`src/verilog/tpu_pkg.sv`:
```
// Purpose: Shared constants and types for the PWM timer channel
// Assumes: 32-bit AXI4-Lite register bus, one aligned word per register
// Notes: Offsets are byte addresses

`default_nettype none

package tpu_pkg;

  // ==========================================================
  // Widths
  localparam int TPU_ADDR_W = 8;
  localparam int TPU_DATA_W = 32;
  localparam int TPU_CNT_W = 16;
  localparam int TPU_PS_W = 3;
  localparam int TPU_DIV_W = 7;
  localparam int TPU_CTRL_W = 6;

  // ==========================================================
  // Register offsets
  localparam logic [TPU_ADDR_W-1:0] TPU_OFS_CTRL = 8'h00;
  localparam logic [TPU_ADDR_W-1:0] TPU_OFS_COUNT = 8'h04;
  localparam logic [TPU_ADDR_W-1:0] TPU_OFS_MOD = 8'h08;
  localparam logic [TPU_ADDR_W-1:0] TPU_OFS_CV = 8'h0c;
  localparam logic [TPU_ADDR_W-1:0] TPU_OFS_STAT = 8'h10;

  // ==========================================================
  // Status field positions
  localparam int TPU_STAT_OUT_BIT = 0;
  localparam int TPU_STAT_DIR_BIT = 1;
  localparam int TPU_STAT_SKIP_BIT = 2;
  localparam int TPU_STAT_CVA_LSB = 16;

  // ==========================================================
  // Reset values
  localparam logic [TPU_CNT_W-1:0] TPU_CNT_RST = 16'h0000;
  localparam logic [TPU_CNT_W-1:0] TPU_MOD_RST = 16'hffff;
  localparam logic [TPU_CNT_W-1:0] TPU_CV_RST = 16'h0000;

  // ==========================================================
  // Bus response codes
  localparam logic [1:0] TPU_RESP_OKAY = 2'h0;
  localparam logic [1:0] TPU_RESP_SLVERR = 2'h2;

  // ==========================================================
  // Types
  typedef struct packed {
    logic center;
    logic [1:0] clk_sel;
    logic [TPU_PS_W-1:0] ps;
  } tpu_ctrl_t;

  localparam tpu_ctrl_t TPU_CTRL_RST = '0;

  typedef enum logic {
    DIR_UP,
    DIR_DOWN
  } tpu_dir_t;

endpackage

`default_nettype wire

```
`src/verilog/tpu_pwm_timer.sv`:
```
// Purpose: 16-bit PWM timer channel, center or edge aligned
// Assumes: AXI4-Lite slave on sys_clk_i, synchronous reset
// Notes: Compare writes are buffered until the period boundary

`timescale 1ns/100ps
`default_nettype none

module tpu_pwm_timer import tpu_pkg::*; (
  input wire logic sys_clk_i,
  input wire logic rst_i,
  input wire logic [TPU_ADDR_W-1:0] s_axi_awaddr_i,
  input wire logic s_axi_awvalid_i,
  output logic s_axi_awready_o,
  input wire logic [TPU_DATA_W-1:0] s_axi_wdata_i,
  input wire logic [3:0] s_axi_wstrb_i,
  input wire logic s_axi_wvalid_i,
  output logic s_axi_wready_o,
  output logic [1:0] s_axi_bresp_o,
  output logic s_axi_bvalid_o,
  input wire logic s_axi_bready_i,
  input wire logic [TPU_ADDR_W-1:0] s_axi_araddr_i,
  input wire logic s_axi_arvalid_i,
  output logic s_axi_arready_o,
  output logic [TPU_DATA_W-1:0] s_axi_rdata_o,
  output logic [1:0] s_axi_rresp_o,
  output logic s_axi_rvalid_o,
  input wire logic s_axi_rready_i,
  output logic pwm_o
);

  // ==========================================================
  // Declarations
  logic aw_full_r, aw_full_nxt, w_full_r, w_full_nxt;
  logic [TPU_ADDR_W-1:0] awaddr_r, awaddr_nxt, waddr;
  logic [TPU_DATA_W-1:0] wdata_r, wdata_nxt;
  logic [3:0] wstrb_r, wstrb_nxt;
  logic awready_r, awready_nxt, wready_r, wready_nxt;
  logic bvalid_r, bvalid_nxt, rvalid_r, rvalid_nxt;
  logic arready_r, arready_nxt;
  logic [1:0] bresp_r, bresp_nxt, rresp_r, rresp_nxt;
  logic [TPU_DATA_W-1:0] rdata_r, rdata_nxt;
  tpu_ctrl_t ctrl_r, ctrl_nxt;
  logic [TPU_CNT_W-1:0] mod_r, mod_nxt, cvb_r, cvb_nxt;
  logic [TPU_CNT_W-1:0] cnt_r, cnt_nxt, cva_r, cva_nxt;
  tpu_dir_t dir_r, dir_nxt;
  logic skip_r, skip_nxt, pwm_r, pwm_nxt;
  logic cnt_wr, run, tick, pstart;

  // ==========================================================
  // Prescaler
  assign run = ctrl_r.clk_sel != 2'h0;

  tpu_prescaler u_prescaler (
    .sys_clk_i(sys_clk_i),
    .rst_i(rst_i),
    .run_i(run),
    .clr_i(cnt_wr),
    .ps_i(ctrl_r.ps),
    .tick_o(tick)
  );

  // ==========================================================
  // Register write path
  assign waddr = {awaddr_r[TPU_ADDR_W-1:2], 2'b00};

  always_comb begin
    aw_full_nxt = aw_full_r;
    awaddr_nxt = awaddr_r;
    w_full_nxt = w_full_r;
    wdata_nxt = wdata_r;
    wstrb_nxt = wstrb_r;
    bvalid_nxt = bvalid_r;
    bresp_nxt = bresp_r;
    ctrl_nxt = ctrl_r;
    mod_nxt = mod_r;
    cvb_nxt = cvb_r;
    cnt_wr = 1'b0;
    if (s_axi_awvalid_i && awready_r) begin
      aw_full_nxt = 1'b1;
      awaddr_nxt = s_axi_awaddr_i;
    end
    if (s_axi_wvalid_i && wready_r) begin
      w_full_nxt = 1'b1;
      wdata_nxt = s_axi_wdata_i;
      wstrb_nxt = s_axi_wstrb_i;
    end
    if (bvalid_r && s_axi_bready_i) begin
      bvalid_nxt = 1'b0;
    end
    if (aw_full_r && w_full_r && !bvalid_r) begin
      aw_full_nxt = 1'b0;
      w_full_nxt = 1'b0;
      bvalid_nxt = 1'b1;
      bresp_nxt = TPU_RESP_OKAY;
      case (waddr)
        TPU_OFS_CTRL: begin
          if (wstrb_r[0]) begin
            ctrl_nxt = tpu_ctrl_t'(wdata_r[TPU_CTRL_W-1:0]);
          end
        end
        TPU_OFS_COUNT: begin
          cnt_wr = 1'b1;
        end
        TPU_OFS_MOD: begin
          if (wstrb_r[0]) begin
            mod_nxt[7:0] = wdata_r[7:0];
          end
          if (wstrb_r[1]) begin
            mod_nxt[15:8] = wdata_r[15:8];
          end
        end
        TPU_OFS_CV: begin
          if (wstrb_r[0]) begin
            cvb_nxt[7:0] = wdata_r[7:0];
          end
          if (wstrb_r[1]) begin
            cvb_nxt[15:8] = wdata_r[15:8];
          end
        end
        TPU_OFS_STAT: begin
          bresp_nxt = TPU_RESP_OKAY;
        end
        default: begin
          bresp_nxt = TPU_RESP_SLVERR;
        end
      endcase
    end
    awready_nxt = !aw_full_nxt;
    wready_nxt = !w_full_nxt;
  end

  // ==========================================================
  // Register read path
  always_comb begin
    rvalid_nxt = rvalid_r;
    rdata_nxt = rdata_r;
    rresp_nxt = rresp_r;
    if (rvalid_r && s_axi_rready_i) begin
      rvalid_nxt = 1'b0;
    end
    if (s_axi_arvalid_i && arready_r) begin
      rvalid_nxt = 1'b1;
      rresp_nxt = TPU_RESP_OKAY;
      rdata_nxt = '0;
      case ({s_axi_araddr_i[TPU_ADDR_W-1:2], 2'b00})
        TPU_OFS_CTRL: begin
          rdata_nxt[TPU_CTRL_W-1:0] = ctrl_r;
        end
        TPU_OFS_COUNT: begin
          rdata_nxt[TPU_CNT_W-1:0] = cnt_r;
        end
        TPU_OFS_MOD: begin
          rdata_nxt[TPU_CNT_W-1:0] = mod_r;
        end
        TPU_OFS_CV: begin
          rdata_nxt[TPU_CNT_W-1:0] = cvb_r;
        end
        TPU_OFS_STAT: begin
          rdata_nxt[TPU_STAT_OUT_BIT] = pwm_r;
          rdata_nxt[TPU_STAT_DIR_BIT] = dir_r == DIR_DOWN;
          rdata_nxt[TPU_STAT_SKIP_BIT] = skip_r;
          rdata_nxt[TPU_STAT_CVA_LSB +: TPU_CNT_W] = cva_r;
        end
        default: begin
          rresp_nxt = TPU_RESP_SLVERR;
        end
      endcase
    end
    arready_nxt = !rvalid_nxt;
  end

  // ==========================================================
  // Counter, compare load and output
  always_comb begin
    cnt_nxt = cnt_r;
    dir_nxt = dir_r;
    cva_nxt = cva_r;
    skip_nxt = skip_r;
    pstart = 1'b0;
    if (cnt_wr) begin
      // Clear also restarts the direction, as after reset
      cnt_nxt = TPU_CNT_RST;
      dir_nxt = DIR_DOWN;
    end else if (run && tick) begin
      if (ctrl_r.center) begin
        case (dir_r)
          DIR_DOWN: begin
            if (cnt_r == 16'h0000) begin
              if (mod_r != 16'h0000) begin
                cnt_nxt = 16'h0001;
                dir_nxt = DIR_UP;
              end else begin
                pstart = 1'b1;
              end
            end else begin
              cnt_nxt = cnt_r - 16'h0001;
            end
          end
          DIR_UP: begin
            if ({1'b0, cnt_r} + 17'h00001 >= {1'b0, mod_r}) begin
              cnt_nxt = mod_r;
              dir_nxt = DIR_DOWN;
              pstart = 1'b1;
            end else begin
              cnt_nxt = cnt_r + 16'h0001;
            end
          end
          default: begin
            dir_nxt = DIR_DOWN;
          end
        endcase
      end else begin
        dir_nxt = DIR_UP;
        if (cnt_r >= mod_r) begin
          cnt_nxt = 16'h0000;
          pstart = 1'b1;
        end else begin
          cnt_nxt = cnt_r + 16'h0001;
        end
      end
    end
    if (pstart) begin
      if (!ctrl_r.center && cva_r == 16'h0000 && cvb_r != 16'h0000 &&
          !skip_r) begin
        skip_nxt = 1'b1;
      end else begin
        cva_nxt = cvb_r;
        skip_nxt = 1'b0;
      end
    end
    if (cva_nxt == 16'h0000 || cva_nxt[TPU_CNT_W-1]) begin
      pwm_nxt = 1'b0;
    end else if (ctrl_nxt.center) begin
      pwm_nxt = (cnt_nxt < cva_nxt) ||
        (cnt_nxt == cva_nxt && dir_nxt == DIR_DOWN);
    end else begin
      pwm_nxt = cnt_nxt < cva_nxt;
    end
  end

  // ==========================================================
  // State registers
  always_ff @(posedge sys_clk_i) begin
    if (rst_i) begin
      aw_full_r <= 1'b0;
      awaddr_r <= '0;
      w_full_r <= 1'b0;
      wdata_r <= '0;
      wstrb_r <= '0;
      awready_r <= 1'b0;
      wready_r <= 1'b0;
      arready_r <= 1'b0;
      bvalid_r <= 1'b0;
      bresp_r <= TPU_RESP_OKAY;
      rvalid_r <= 1'b0;
      rresp_r <= TPU_RESP_OKAY;
      rdata_r <= '0;
      ctrl_r <= TPU_CTRL_RST;
      mod_r <= TPU_MOD_RST;
      cvb_r <= TPU_CV_RST;
      cva_r <= TPU_CV_RST;
      cnt_r <= TPU_CNT_RST;
      dir_r <= DIR_DOWN;
      skip_r <= 1'b0;
      pwm_r <= 1'b0;
    end else begin
      aw_full_r <= aw_full_nxt;
      awaddr_r <= awaddr_nxt;
      w_full_r <= w_full_nxt;
      wdata_r <= wdata_nxt;
      wstrb_r <= wstrb_nxt;
      awready_r <= awready_nxt;
      wready_r <= wready_nxt;
      arready_r <= arready_nxt;
      bvalid_r <= bvalid_nxt;
      bresp_r <= bresp_nxt;
      rvalid_r <= rvalid_nxt;
      rresp_r <= rresp_nxt;
      rdata_r <= rdata_nxt;
      ctrl_r <= ctrl_nxt;
      mod_r <= mod_nxt;
      cvb_r <= cvb_nxt;
      cva_r <= cva_nxt;
      cnt_r <= cnt_nxt;
      dir_r <= dir_nxt;
      skip_r <= skip_nxt;
      pwm_r <= pwm_nxt;
    end
  end

  assign s_axi_awready_o = awready_r;
  assign s_axi_wready_o = wready_r;
  assign s_axi_bvalid_o = bvalid_r;
  assign s_axi_bresp_o = bresp_r;
  assign s_axi_arready_o = arready_r;
  assign s_axi_rvalid_o = rvalid_r;
  assign s_axi_rresp_o = rresp_r;
  assign s_axi_rdata_o = rdata_r;
  assign pwm_o = pwm_r;

  // ==========================================================
  // Assertions
  a_zero_neg_out: assert property (
    @(posedge sys_clk_i) disable iff (rst_i)
    (cva_r[TPU_CNT_W-1] || cva_r == 16'h0000) |-> !pwm_r)
    else $error("output active with zero or negative compare");

  a_full_duty: assert property (
    @(posedge sys_clk_i) disable iff (rst_i)
    (ctrl_r.center && cva_r == mod_r && cva_r != 16'h0000 &&
     !cva_r[TPU_CNT_W-1] && cnt_r <= mod_r) |-> pwm_r)
    else $error("full duty output went inactive");

  a_near_full: assert property (
    @(posedge sys_clk_i) disable iff (rst_i)
    (ctrl_r.center && cva_r == mod_r - 16'h0001 && cva_r != 16'h0000 &&
     !cva_r[TPU_CNT_W-1] && dir_r == DIR_DOWN && cnt_r == cva_r)
    |-> pwm_r)
    else $error("near full duty collapsed");

  a_period_load: assert property (
    @(posedge sys_clk_i) disable iff (rst_i)
    !$stable(cva_r) |->
    ($past(ctrl_r.center) ? cnt_r == mod_r : cnt_r == 16'h0000))
    else $error("compare loaded away from period boundary");

  a_stop_hold: assert property (
    @(posedge sys_clk_i) disable iff (rst_i)
    (ctrl_r.clk_sel == 2'h0 && !cnt_wr) |=> $stable(cnt_r))
    else $error("counter moved while stopped");

  a_count_clear: assert property (
    @(posedge sys_clk_i) disable iff (rst_i)
    cnt_wr |=> (cnt_r == 16'h0000 && dir_r == DIR_DOWN))
    else $error("count write did not clear count");

  a_turn_up: assert property (
    @(posedge sys_clk_i) disable iff (rst_i)
    (ctrl_r.center && run && tick && !cnt_wr && dir_r == DIR_DOWN &&
     cnt_r == 16'h0000 && mod_r != 16'h0000)
    |=> (dir_r == DIR_UP && cnt_r == 16'h0001))
    else $error("counter did not turn up at zero");

  a_edge_late: assert property (
    @(posedge sys_clk_i) disable iff (rst_i)
    (!ctrl_r.center && run && tick && !cnt_wr && cnt_r >= mod_r &&
     cva_r == 16'h0000 && cvb_r != 16'h0000 && !skip_r)
    |=> (cva_r == 16'h0000 && skip_r && !pwm_r))
    else $error("edge mode zero to nonzero not delayed");

endmodule

`default_nettype wire

```
`src/verilog/tpu_prescaler.sv`:
```
// Purpose: Power-of-two prescaler giving the timer count tick
// Assumes: Runs on the bus clock
// Notes: Restarts from zero on a count clear

`timescale 1ns/100ps
`default_nettype none

module tpu_prescaler import tpu_pkg::*; #(
  parameter int PS_W = TPU_PS_W,
  parameter int DIV_W = TPU_DIV_W
) (
  input wire logic sys_clk_i,
  input wire logic rst_i,
  input wire logic run_i,
  input wire logic clr_i,
  input wire logic [PS_W-1:0] ps_i,
  output logic tick_o
);

  logic [DIV_W-1:0] div_r;
  logic [DIV_W-1:0] div_nxt;
  logic [DIV_W-1:0] mask;

  // ==========================================================
  // Divider
  always_comb begin
    mask = ~({DIV_W{1'b1}} << ps_i);
    div_nxt = div_r;
    if (clr_i) begin
      div_nxt = '0;
    end else if (run_i) begin
      div_nxt = div_r + {{(DIV_W-1){1'b0}}, 1'b1};
    end
  end

  always_ff @(posedge sys_clk_i) begin
    if (rst_i) begin
      div_r <= '0;
    end else begin
      div_r <= div_nxt;
    end
  end

  // Setting 3'h1 ticks every second clock
  assign tick_o = run_i && ((div_r | ~mask) == {DIV_W{1'b1}});

  a_half_rate: assert property (
    @(posedge sys_clk_i) disable iff (rst_i)
    (ps_i == 3'h1 && run_i && !clr_i && tick_o) |=> !tick_o)
    else $error("prescale by two ticked twice in a row");

endmodule

`default_nettype wire

```
`config.mk`:
```
export PLATFORM = sky130hd
export DESIGN_NAME = tpu_pwm_timer
export DESIGN_NICKNAME = d
export VERILOG_FILES = /design/src/verilog/tpu_pkg.sv /design/src/verilog/tpu_pwm_timer.sv /design/src/verilog/tpu_prescaler.sv
export SDC_FILE = /design/constraint.sdc
export NUM_CORES = 1
export LEC_CHECK = 0
export ABC_CLOCK_PERIOD_IN_PS = 5900
export BUFFER_PORTS_ARGS = -buffer_cell sky130_fd_sc_hd__buf_2
export CAP_MARGIN = 10
export CORE_ASPECT_RATIO = 1.75
export CORE_MARGIN = 2
export CORE_UTILIZATION = 35
export DETAILED_ROUTE_END_ITERATION = 12
export SKIP_CTS_REPAIR_TIMING = 1
export SYNTH_ARGS = -nofsm -noshare
export SYNTH_HDL_FRONTEND = slang
export SYNTH_SLANG_ARGS = --single-unit
```
`constraint.sdc`:
```
create_clock -name sys_clk_i -period 5.9 [get_ports sys_clk_i]
set_clock_uncertainty 0.15 [all_clocks]
set_input_delay 0.59 -clock sys_clk_i [delete_from_list [all_inputs] [get_ports sys_clk_i]]
set_output_delay 0.59 -clock sys_clk_i [all_outputs]
set_load 0.01 [all_outputs]
```
Word level (Yosys, flattened, before mapping)
Cells that the tools add are included.
{"block": "op_classes", "n_reduce_logical": 39, "eq_ne": 10, "n_addsub": 4, "bitwise_logic": 4, "n_shift": 1, "muxes": 44, "n_lt_le_gt_ge": 3}
{"op": "$mux W16", "n": 10}
{"op": "$logic_not A16 Y1", "n": 3}
{"op": "$pmux W16 S2", "n": 1}
{"op": "$reduce_bool A16 Y1", "n": 2}
{"op": "$pmux W10 S3", "n": 1}
{"op": "$eq A6 B2 Y1 const B", "n": 4}
{"op": "$mux W1", "n": 23}
{"op": "$mux W6", "n": 3}
{"op": "$add A16 B1 Y17 const B", "n": 1}
{"op": "$ge A17 B16 Y1", "n": 1}
{"op": "$add A16 B1 Y16 const B", "n": 1}
{"op": "$eq A16 B16 Y1", "n": 1}
{"op": "$ge A16 B16 Y1", "n": 1}
{"op": "$lt A16 B16 Y1", "n": 1}
{"op": "$sub A16 B1 Y16 const B", "n": 1}
{"op": "$pmux W3 S5", "n": 1}
{"op": "$reduce_and A3 Y1", "n": 5}
{"op": "$not A7 Y7", "n": 2}
{"op": "$logic_and A1 B1 Y1", "n": 13}
{"op": "$eq A6 B1 Y1 const B", "n": 2}
{"op": "$eq A6 B3 Y1 const B", "n": 2}
{"op": "$pmux W3 S4", "n": 1}
{"op": "$reduce_or A5 Y1", "n": 2}
{"op": "$logic_not A8 Y1", "n": 1}
{"op": "other kinds (12)", "n": 22}
{"block": "totals", "out_inout_bits": 42, "ff_bits": 149, "input_bits": 59, "elab_cells": 131}

Depth between registers and ports, before layout
Gate-level depths: netlist of the first run.
{"block": "depth", "depth_word": 14, "depth_mapped": 24, "mapped_depth_nobuf": 22}

Hierarchy
From an unflattened synthesis of the first run, not the netlist that was laid out.
{"block": "hier_totals", "hier_cells": 1035, "area_unflattened_um2": 8375.5}
{"mod": "tpu_pwm_timer", "seq_area_each_um2": 2762.6, "instances": 1, "area_each_um2": 8029.0, "cells_each": 994}
{"mod": "tpu_prescaler", "seq_area_each_um2": 140.1, "instances": 1, "area_each_um2": 346.6, "cells_each": 41}

Worst setup path before layout of the first run
No wires, ideal clock.
{"block": "synth_path", "path_type": "register to register", "start": "reg cnt_r[1]", "end": "reg pwm_r, in the netlist pwm_o", "stages_incl_launch_ff": 23, "setup_time_ps": 91, "synth_period_minus_slack_ps": 5138, "required_ps": 5659, "n_path_buf": 1, "setup_slack_ps": 762, "t_arrival_ps": 4897, "cell_sequence": "dfxtp_1 -> ha_1 -> nand4_1 -> nor2_1 -> nand2_1 -> xor2_1 -> inv_1 -> ha_1 -> nand3_1 -> nor3_1 -> a2111o_1 -> clkbuf_1 -> a211oi_2 -> mux2i_1 -> o2111a_1 -> a2111oi_0 -> ha_1 -> a2111oi_0 -> o21ai_0 -> o2111ai_1 -> nand2_1 -> o32ai_1 -> nor4bb_1"}
{"block": "synth_via", "elab_cells_between_ends": 35, "cone_classes": "add/sub (3); order compare (3); eq/ne (1); mux (22); reduce/logical (6)"}
{"item": "start, declared", "line_no": "tpu_pwm_timer.sv:44", "text": "logic [TPU_CNT_W-1:0] cnt_r, cnt_nxt, cva_r, cva_nxt;"}
{"item": "start signal, assigned", "line_no": "tpu_pwm_timer.sv:284", "text": "cnt_r <= cnt_nxt;"}
{"item": "$add A16 B1 Y17", "line_no": "tpu_pwm_timer.sv:200", "text": "if ({1'b0, cnt_r} + 17'h00001 >= {1'b0, mod_r}) begin"}
{"item": "$ge A17 B16 Y1", "line_no": "tpu_pwm_timer.sv:200"}
{"item": "$mux W16", "line_no": "tpu_pwm_timer.sv:200"}
{"item": "$pmux W16 S2", "line_no": "tpu_pwm_timer.sv:186", "text": "case (dir_r)"}
{"item": "$mux W16 (*)", "line_no": "tpu_pwm_timer.sv:185", "text": "if (ctrl_r.center) begin"}
{"item": "$mux W16 (*)", "line_no": "tpu_pwm_timer.sv:184", "text": "end else if (run && tick) begin"}
{"item": "$mux W16 (*)", "line_no": "tpu_pwm_timer.sv:180", "text": "if (cnt_wr) begin"}
{"item": "net cnt_nxt[11]", "line_no": "tpu_pwm_timer.sv:44"}
{"item": "parallel branches: the longest is 3 deep, another holds $lt A16 B16 Y1"}
{"item": "$mux W1 (*)", "line_no": "tpu_pwm_timer.sv:233", "text": "end else if (ctrl_nxt.center) begin"}
{"item": "end signal, assigned", "line_no": "tpu_pwm_timer.sv:287", "text": "pwm_r <= pwm_nxt;"}
{"item": "end, declared", "line_no": "tpu_pwm_timer.sv:46", "text": "logic skip_r, skip_nxt, pwm_r, pwm_nxt;"}
Mark *: on every way through the listed nets, which the timed path passes.
A chain may end at the register's enable or synchronous reset.

Final worst setup path of the first run
{"block": "layout_path", "start": "reg cnt_r[0]", "end": "reg pwm_r, in the netlist pwm_o"}
Same word-level chain as after synthesis.

==> results, run 1 <==
- Among all stages on the critical path, the largest delay is contributed by or4_1.
- The netlist uses just over 70 different library cells.
- The biggest area consumer among synthesized cells is dfxtp_1.
- The kind of critical path is reg -> reg.
- The logic depth of the worst path, buffers included is 22.
- The final-report max-slew violation count is 0.
- The floorplan has 75 rows.
- The die covers 25410 um2.
- The worst setup path is launched from a flop.
- The synthesized netlist occupies a cell area of 8436 um2.
- The clock edge transition at the registers on the reported setup and hold paths is approximately 70 ps.
- The share of power burned in registers is about 44%.
- Cell internal power was estimated by the tool at between 1.5 and 2 mW.
- The kind of cell adding the most delay to the critical path is simple AND/OR/NAND/NOR gates.
- The min-delay analysis places its worst path in the category in -> reg.
- The required time of the worst setup path is ~6000 ps.
- The root buffer selected by CTS is clkbuf_16.
- The mean area per synthesized cell is between 8 and 9 um2.
- The repair_antennas step left the layout with diodes totalling 0.
- The flow ran to the end, and the final reports show no timing, DRC or antenna violations.
- Hold timing on the final database bottoms out at a slack of ~240 ps.
- The number of violations reported at the end of detailed-routing iteration 0 is ~560.
- At the pin with the least slew margin, the transition time is 986.5 ps.
- After layout, the worst path uses between 90% and 100% of the clock period.
- The post-route core utilization is between 40% and 50%.
- The number of iterations in the first detailed-routing pass is 5.
- Registers take 2904 um2.
- The number of buffers inserted during clock tree synthesis is 17.
- CTS built an H-tree with a depth of 4.
- The net count of the finished layout is ~1200.
- The worst-skew pair later-pin latency is 440 ps.
- The share of flip-flops with an asynchronous set or reset is 0%.
- In this run the power density over the cells is about 230 nW/um2.
- The startpoint identified for the worst hold timing path is s_axi_wdata_i[4].
- The total negative slack is 0 ps.
- The leakage power total is approximately 4.5 nW.
- Ranked by total cell area, the synthesized netlist is headed by dfxtp_1, ha_1, nor2_1, nand2_1, a21oi_1.
- Counting instances, the worst hold path has a depth of 3.
- The total power is around 2.3 mW.
- The cell area after placement is approximately 9500 um2.
- The combinational share of power is 5.2%.
- The worst register-to-register path has a depth of 22.
- The cell that appears most often on the critical path is buf_4.
- The count of mapped cells out of synthesis is around 1000.
- The critical path starts at cnt_r[0].
- Data on the critical path arrives at its endpoint at 5730 ps.
- The ratio of routed vias to standard cells is between 5 and 6.
- The count of nets left with antenna violations once routing finished came out at 0.
- The number of global-route vias before repair is 8315.
- The count of endpoints failing hold in the final timing report is 0.
- Yosys mapped a number of flops with a built-in enable equal to 0.
- VDD sags by at most 204.1 uV.
- The total via count in the routed design is around 8400.
- The top-area cell type share of the netlist area is between 30 and 40%.
- The startpoint identified for the worst register-to-register timing path is cnt_r[0].
- The share of total power in the clock network is about half.
- The placed cell count is roughly 1400.
- Traced cell by cell, the critical path runs through buf_4, nand2_1, nor3_1, buf_4, nand3_1, xnor2_1, ha_1, nand3_1, nor3_1, a2111oi_1, buf_4, o211ai_1, buf_4, a221oi_1, buf_4, o21ai_0, a21oi_1, ha_1, nand4_1, or4_1, o32ai_1, nor4bb_1.
- The first-pass GRT wire length is between 40 and 50 mm.
- The highest clock frequency the design can meet is around 0.18 GHz.
- The post-placement setup slack is 411.9 ps.
- For this block, the routed nets add up to 31.34 mm of wire.
- The tool flagged a number of max-cap violations equal to 0.
- Net switching is between 20% and 30% of the power.
- After detailed routing, the number of remaining DRC violations is 0.
- The number of antenna violations at the first check in global routing is 0.
- For this run, the register share of the synthesized area comes to ~34%.
- Measured against its own limit, the worst slew margin works out to about 34%.
- The type of element capturing the critical path is a flop.
- Among all flip-flop cells after synthesis, the most frequent one is dfxtp_1.
- The post-synthesis to final-layout area growth is 19.96%.
- The deepest clock path buffer count is 2.
- The routed length per placed instance is about 22 um.
- The height of the chip is ~210 um.
- At the end of routability-driven placement, the weighted congestion stood at between 0.9 and 1.
- The number of clock sinks is between 100 and 150.
- The final non-filler cell total is roughly 1500.
- After global routing the overflow that remains totals 0.
- In the final layout, the multi-input gates occupy slightly above 5000 um2.
- The number of input and output port buffers inserted is 76.
- The post-layout worst setup margin is ~350 ps.
- The highest fanout seen on the critical path is 8.
- The largest single stage delay on the critical path is around 530 ps.
- The critical path contains buffers and inverters numbering 5 combined.
- The layout filler cell count is 2482.
- The overall track demand over capacity in global routing is between 20 and 30%.
- The finished cells cover approximately 10000 um2.
- The worst path in the final design needs a cycle of between 5000 and 6000 ps, including I/O delays and setup.
- During synthesis, Yosys emitted a total of 0 warnings.
- In this run the power spent charging and discharging nets is roughly 0.54 mW.
- The initial utilization of the core area, before any placement, comes to between 30 and 40%.
- Detailed placement finished with a half-perimeter wire length of 24.42 mm.
- The boundary pin count is 101.
- Setup repair after global routing left no endpoint under its margin.
- The die outline width is approximately 120 um.
- Entering global routing, the biggest net connects 63 pins.
- The final-report setup violation count is 0.
- TritonCTS built the clock tree.
- The floorplan core area is approximately 24000 um2.
- The number of storage elements in the synthesis netlist is 145.
- The share of layout cells above drive strength 1 is between 10% and 20%.
[sequential cells by signal (all words and copies together) (netlist names), 2 cells and up]
| signal | flops |
|---|---|
| mod_r | 16 |
| wdata_r | 16 |
| ctrl_r | 6 |
| cnt_r | 16 |
| awaddr_r | 6 |
| s_axi_rdata_o | 32 |
| cva_r | 16 |
| cvb_r | 16 |
| wstrb_r | 2 |
| u_prescaler.div_r | 7 |
[layout make-up]
type | count | share of cell area [%]
clock inverters | 10 | 1.459
well taps | 308 | 3.808
clock buffers | 22 | 4.686
flip-flops and latches | 145 | 28.70
multi-input cells | 777 | 50.51
inverters | 39 | 1.447
repair buffers | 150 | 9.397
[cell families after synthesis]
family / share of synthesized area (%)
xor+xnor: 2.700
fa+ha+maj: 7.564
other cells: 0.04445
mux: 6.690
simple gates: 21.95
flops: 34.41
buf+inv: 5.295
compound gates: 21.34
[layout by cell type, fill, tap and decap left out, types with 16 or more instances in the layout]
| cell | count |
|---|---|
| ha_1 | 51 |
| nor3_1 | 33 |
| o211ai_1 | 20 |
| clkbuf_16 | 17 |
| nor2_1 | 122 |
| nand4_1 | 20 |
| nor4_1 | 22 |
| o21ai_0 | 38 |
| a21oi_1 | 71 |
| and2_1 | 21 |
| dfxtp_1 | 144 |
| nand2_1 | 100 |
| inv_1 | 38 |
| a22oi_1 | 33 |
| buf_4 | 74 |
| mux2i_1 | 35 |
| buf_2 | 75 |
| nand3_1 | 16 |
[layer usage]
metal / vias to the layer above / GRT usage [%] / routed length, um
met5: - / 0 / 0
met4: 0 / 20.06 / 2819
met3: 126 / 3.832 / 1508
met2: 318 / 43.94 / 15720
met1: 3988 / 26.15 / 11290
li1: 3971 / - / -
[power by group through the flow]
stage	logic [mW]	clock network, mW	registers (mW)
finish	0.120	1.15	1.01
global route	0.130	1.20	1.01
CTS	0.119	1.17	1.01
detailed placement	0.119	0	1.03
global placement	0.118	0	1.03
floorplan	0.0702	0	1.03
[final timing paths]
check	to	slack, ps
worst max-delay path	pwm_o	350
worst min-delay path	wdata_r[4]	240
worst max register to register	pwm_o	350
worst min register to register	awaddr_r[7]	310
[synth_stat cells, types with 22 or more instances]
| library cell | n |
|---|---|
| clkbuf_1 | 53 |
| nand2_1 | 100 |
| o21ai_0 | 40 |
| a22oi_1 | 33 |
| dfxtp_1 | 145 |
| nor4_1 | 22 |
| a21oi_1 | 71 |
| inv_1 | 38 |
| mux2i_1 | 35 |
| nor3_1 | 34 |
| nor2_1 | 122 |
| ha_1 | 51 |
[tightest hold or removal path: cells and delay by family]
family | cells | cell delay [ps]
AOI/OAI and AO/OA | 1 | 50
and+or+nand+nor | 1 | 50
buffers and inverters | 1 | 90
(Power assumes the default switching activity.)
==> run 2, diff against run 1 <==
Settings changed: SYNTH_HIERARCHICAL from default to 1.
==> results, run 2 <==
- The worst slew margin relative to its limit is between 20% and 30%.
- The library cells used most frequently in the layout, excluding fill and tap cells, are dfxtp_1, nor2_1, nand2_1.
- The HPWL after detailed placement is between 20 and 25 mm.
- After synthesis, the most frequently instantiated cells are dfxtp_1, nor2_1, nand2_1.
- The TritonCTS clock tree is yes.
- The starting density of the core is around 36%.
- Setup violations remaining at the end of the flow were counted as 0.
- Grouping stages by cell kind, the critical path spends the most delay in compound AO/OA/AOI/OAI gates.
- The slowest stage of the critical path belongs to the cell and4_2.
- The number of max-cap violations is 0.
- The library cell with the highest instance count after synthesis is dfxtp_1.
- The highest cell delay on the worst timing path is 370 ps.
- The number of global-route vias before repair is approximately 7800.
- The height of the chip is 208.6 um.
- Across the whole layout, storage elements account for between 2000 and 3000 um2.
- The number of warning messages in the yosys log is 6.
- The biggest area contributor in the post-synthesis netlist is dfxtp_1.
- The data arrival time of the worst path is around 5800 ps.
- The number of enable flip-flop cells after synthesis is 0.
- The mean area per synthesized cell is 8.092 um2.
- The count of nets after finishing is 1238.
- The number of clock sinks is around 150.
- In this run, the number of DRC markers left after iteration 0 of detailed routing was 431.
- CTS built an H-tree with a depth of 4.
- The number of input and output port buffers inserted is 76.
- The congestion estimate from routability-driven global placement came to slightly below 1.
- The share of layout cells above drive strength 1 is a little under a fifth.
- The overall track demand over capacity in global routing is a little under a quarter.
- The number of iterations in the first detailed-routing pass is 5.
- The number of diodes added for antenna fixing is 0.
- The kind of critical path is reg -> reg.
- The antenna violation net count after detailed routing is 0.
- The multiplexer fraction of the synthesized cell area is approximately 5.2%.
- The number of distinct library cell variants in the gate-level netlist after synthesis is between 60 and 70.
- The worst hold slack is around 250 ps.
- In the synthesized netlist, the number of instances is 1035.
- The top flip-flop cell by instance count after synthesis is dfxtp_1.
- The row count is 74.
- The largest family of logic cells by synthesized area is simple AND/OR/NAND/NOR gates.
- The top-area cell type share of the netlist area is between 30 and 40%.
- The clock edge transition at the registers on the reported setup and hold paths is roughly 60 ps.
- After synthesis, the share of flip-flops with an asynchronous set or reset is 0%.
- The flow ran to the end, and the final reports show no timing, DRC or antenna violations.
- Summed over all cells, the static leakage comes to approximately 4.5 nW.
- Combinational cells account for 4.0% of the total power.
- The count of endpoints failing hold in the final timing report is 0.
- The number of storage elements in the synthesis netlist is roughly 150.
- The type of element capturing the critical path is a flop.
- The post-route core utilization is a little over two fifths.
- The post-synthesis to final-layout area growth is 19.53%.
- Setup repair after global routing left no endpoint under its margin.
- Based on the critical path, the design can be clocked at up to ~0.18 GHz.
- Pin placement for this block handled 101 I/O pins.
- In this run the deepest clock path goes through 2 buffers.
- The mapped netlist covers 8376 um2.
- Dividing the final minimum period by the clock period gives between 90% and 100%.
- The power per cell area is roughly 220 nW/um2.
- The die outline width is ~120 um.
- The post-synthesis compound-gate area fraction is 19.72%.
- Walking the worst path, the cells encountered are ha_1, and4_2, nand4_1, xnor2_1, ha_1, and2_0, a221o_1, a221oi_1, buf_4, o211a_1, a21oi_1, buf_4, a22o_1, a221oi_1, buf_4, nor3_1, ha_1, a21oi_1, o21ai_0, a221o_1, a21oi_1, a2bb2oi_1, a2111oi_2.
- The count of cells in the finished layout, fillers not included, comes to ~1400.
- The library cell used most frequently in the layout, excluding fill and tap cells, is dfxtp_1.
- For the worst-skew pair, the clock arrives at the later sink with an insertion delay of ~430 ps.
- The register with the most flip-flops in the layout has 32 of them.
- Ranked by total cell area, the synthesized netlist is headed by dfxtp_1, ha_1, nor2_1, nand2_1, a21oi_1.
- The net switching power figure is 0.5187 mW.
- The routed length per placed instance is approximately 20 um.
- In this run the worst path has a maximum fanout of 5.
- The sequential-to-total area share from yosys stat is between 30% and 40%.
- The layout filler cell count is between 2000 and 2500.
- Net switching is a little under a quarter of the power.
- The highest ir drop seen on vdd is 234.2 uV.
- The synthesized-area fraction occupied by adder cells is roughly 7.6%.
- The number of antenna violations at the first check in global routing came to 0.
- The global route total overflow is 0.
- The placed cell count is between 1000 and 1500.
- Buffers inserted during clock tree synthesis total 17.
- The final critical delay including setup and external delays is roughly 5600 ps.
- The share of total power in the clock network is between 50% and 60%.
- The total via count in the routed design is 8089.
- The largest net degree at the start of global routing is 75.
- The cell sitting at the root of the clock tree is a clkbuf_16.
- After Yosys synthesis, XOR and XNOR cells account for under 10% of the synthesized area.
- The first-pass GRT wire length is between 40 and 50 mm.
- The area share of and/or/nand/nor cells after synthesis is about a quarter.
- The type of origin of the critical path is a flop.
- In the routed design, unresolved DRC markers number 0.
- The buffer and inverter count on the worst path is 3.
- The class of the tightest hold or removal check is in -> reg.
- The design internal power is roughly 1.7 mW.
- The worst-margin pin slew is 1051 ps.
- Dividing the detail-routed via count by the number of cells gives around 5.6.
- The total negative slack is 0 ps.
- For this block, the routed nets add up to approximately 29 mm of wire.
- For the worst setup path, the data required time is between 6000 and 7000 ps.
- Per report_power, the sequential group accounts for between 40% and 50% of the total.
- The floorplan core area is 23430 um2.
- The final-report max-slew violation count is 0.
- The area of the multi-input gates is slightly above 5000 um2.
- The die covers ~25000 um2.
run 2: final timing paths:
kind                          from          end  slack [ps]  cells past startpoint
setup / recovery          cnt_r[1]        pwm_o         300                     23
hold reg to reg        awaddr_r[7]  awaddr_r[7]         310                      2
hold / removal    s_axi_wdata_i[6]   wdata_r[6]         250                      3
setup reg to reg          cnt_r[1]        pwm_o         300                     23
run 2: cell families after synthesis:
| kind of cell | Yosys count |
|---|---|
| multiplexers | 38 |
| flip-flops | 145 |
| AO/OA/AOI/OAI | 242 |
| XOR/XNOR | 29 |
| buffers and inverters | 102 |
| AND/OR/NAND/NOR | 427 |
| adder cells (fa/ha/maj) | 51 |
| other | 1 |
run 2: power groups by stage:
stage                     logic [mW]  registers [mW]  clock network, mW
final                         0.0877            1.01               1.10
after floorplan               0.0572            1.03                  0
after global routing          0.0973            1.01               1.16
after detailed placement      0.0880            1.03                  0
after global placement        0.0870            1.03                  0
after CTS                     0.0883            1.01               1.12
run 2: metal layers:
metal	GRT usage, %	up-vias	wire (um)	part of all wire, %
met5	0	-	0	0
met4	15.80	0	2044	7.0
li1	-	3923	-	-
met1	25.11	3807	10870	37
met2	40.10	261	14960	51
met3	3.712	98	1260	4.3
run 2: stage by stage:
step / area [um2] / setup WS, ps / power [mW]
detailed placement: 9356 / 117.9 / 1.117
CTS: 9957 / 69.22 / 2.212
global route: 10010 / 14.09 / 2.267
global placement: 9356 / 142.0 / 1.115
floorplan: 8379 / 472.4 / 1.082
finish: 10010 / 296.1 / 2.194
run 2: area by class of cell:
| type | instances | area share, % |
|---|---|---|
| tap | 304 | 3.800 |
| inverter | 31 | 1.162 |
| multi-input combinational | 789 | 51.12 |
| clock buffer | 19 | 4.524 |
| clock inverter | 13 | 1.475 |
| sequential | 145 | 29.00 |
| timing repair buffer | 144 | 8.924 |
run 2: worst register-to-register path: cells and delay by family (launching register included):
| family | cells | cell delay, ps |
|---|---|---|
| buf+inv | 3 | 570 |
| xor+xnor | 1 | 230 |
| fa+ha+maj | 3 | 780 |
| simple gates | 4 | 740 |
| compound gates | 12 | 2690 |
| flops | 1 | 330 |
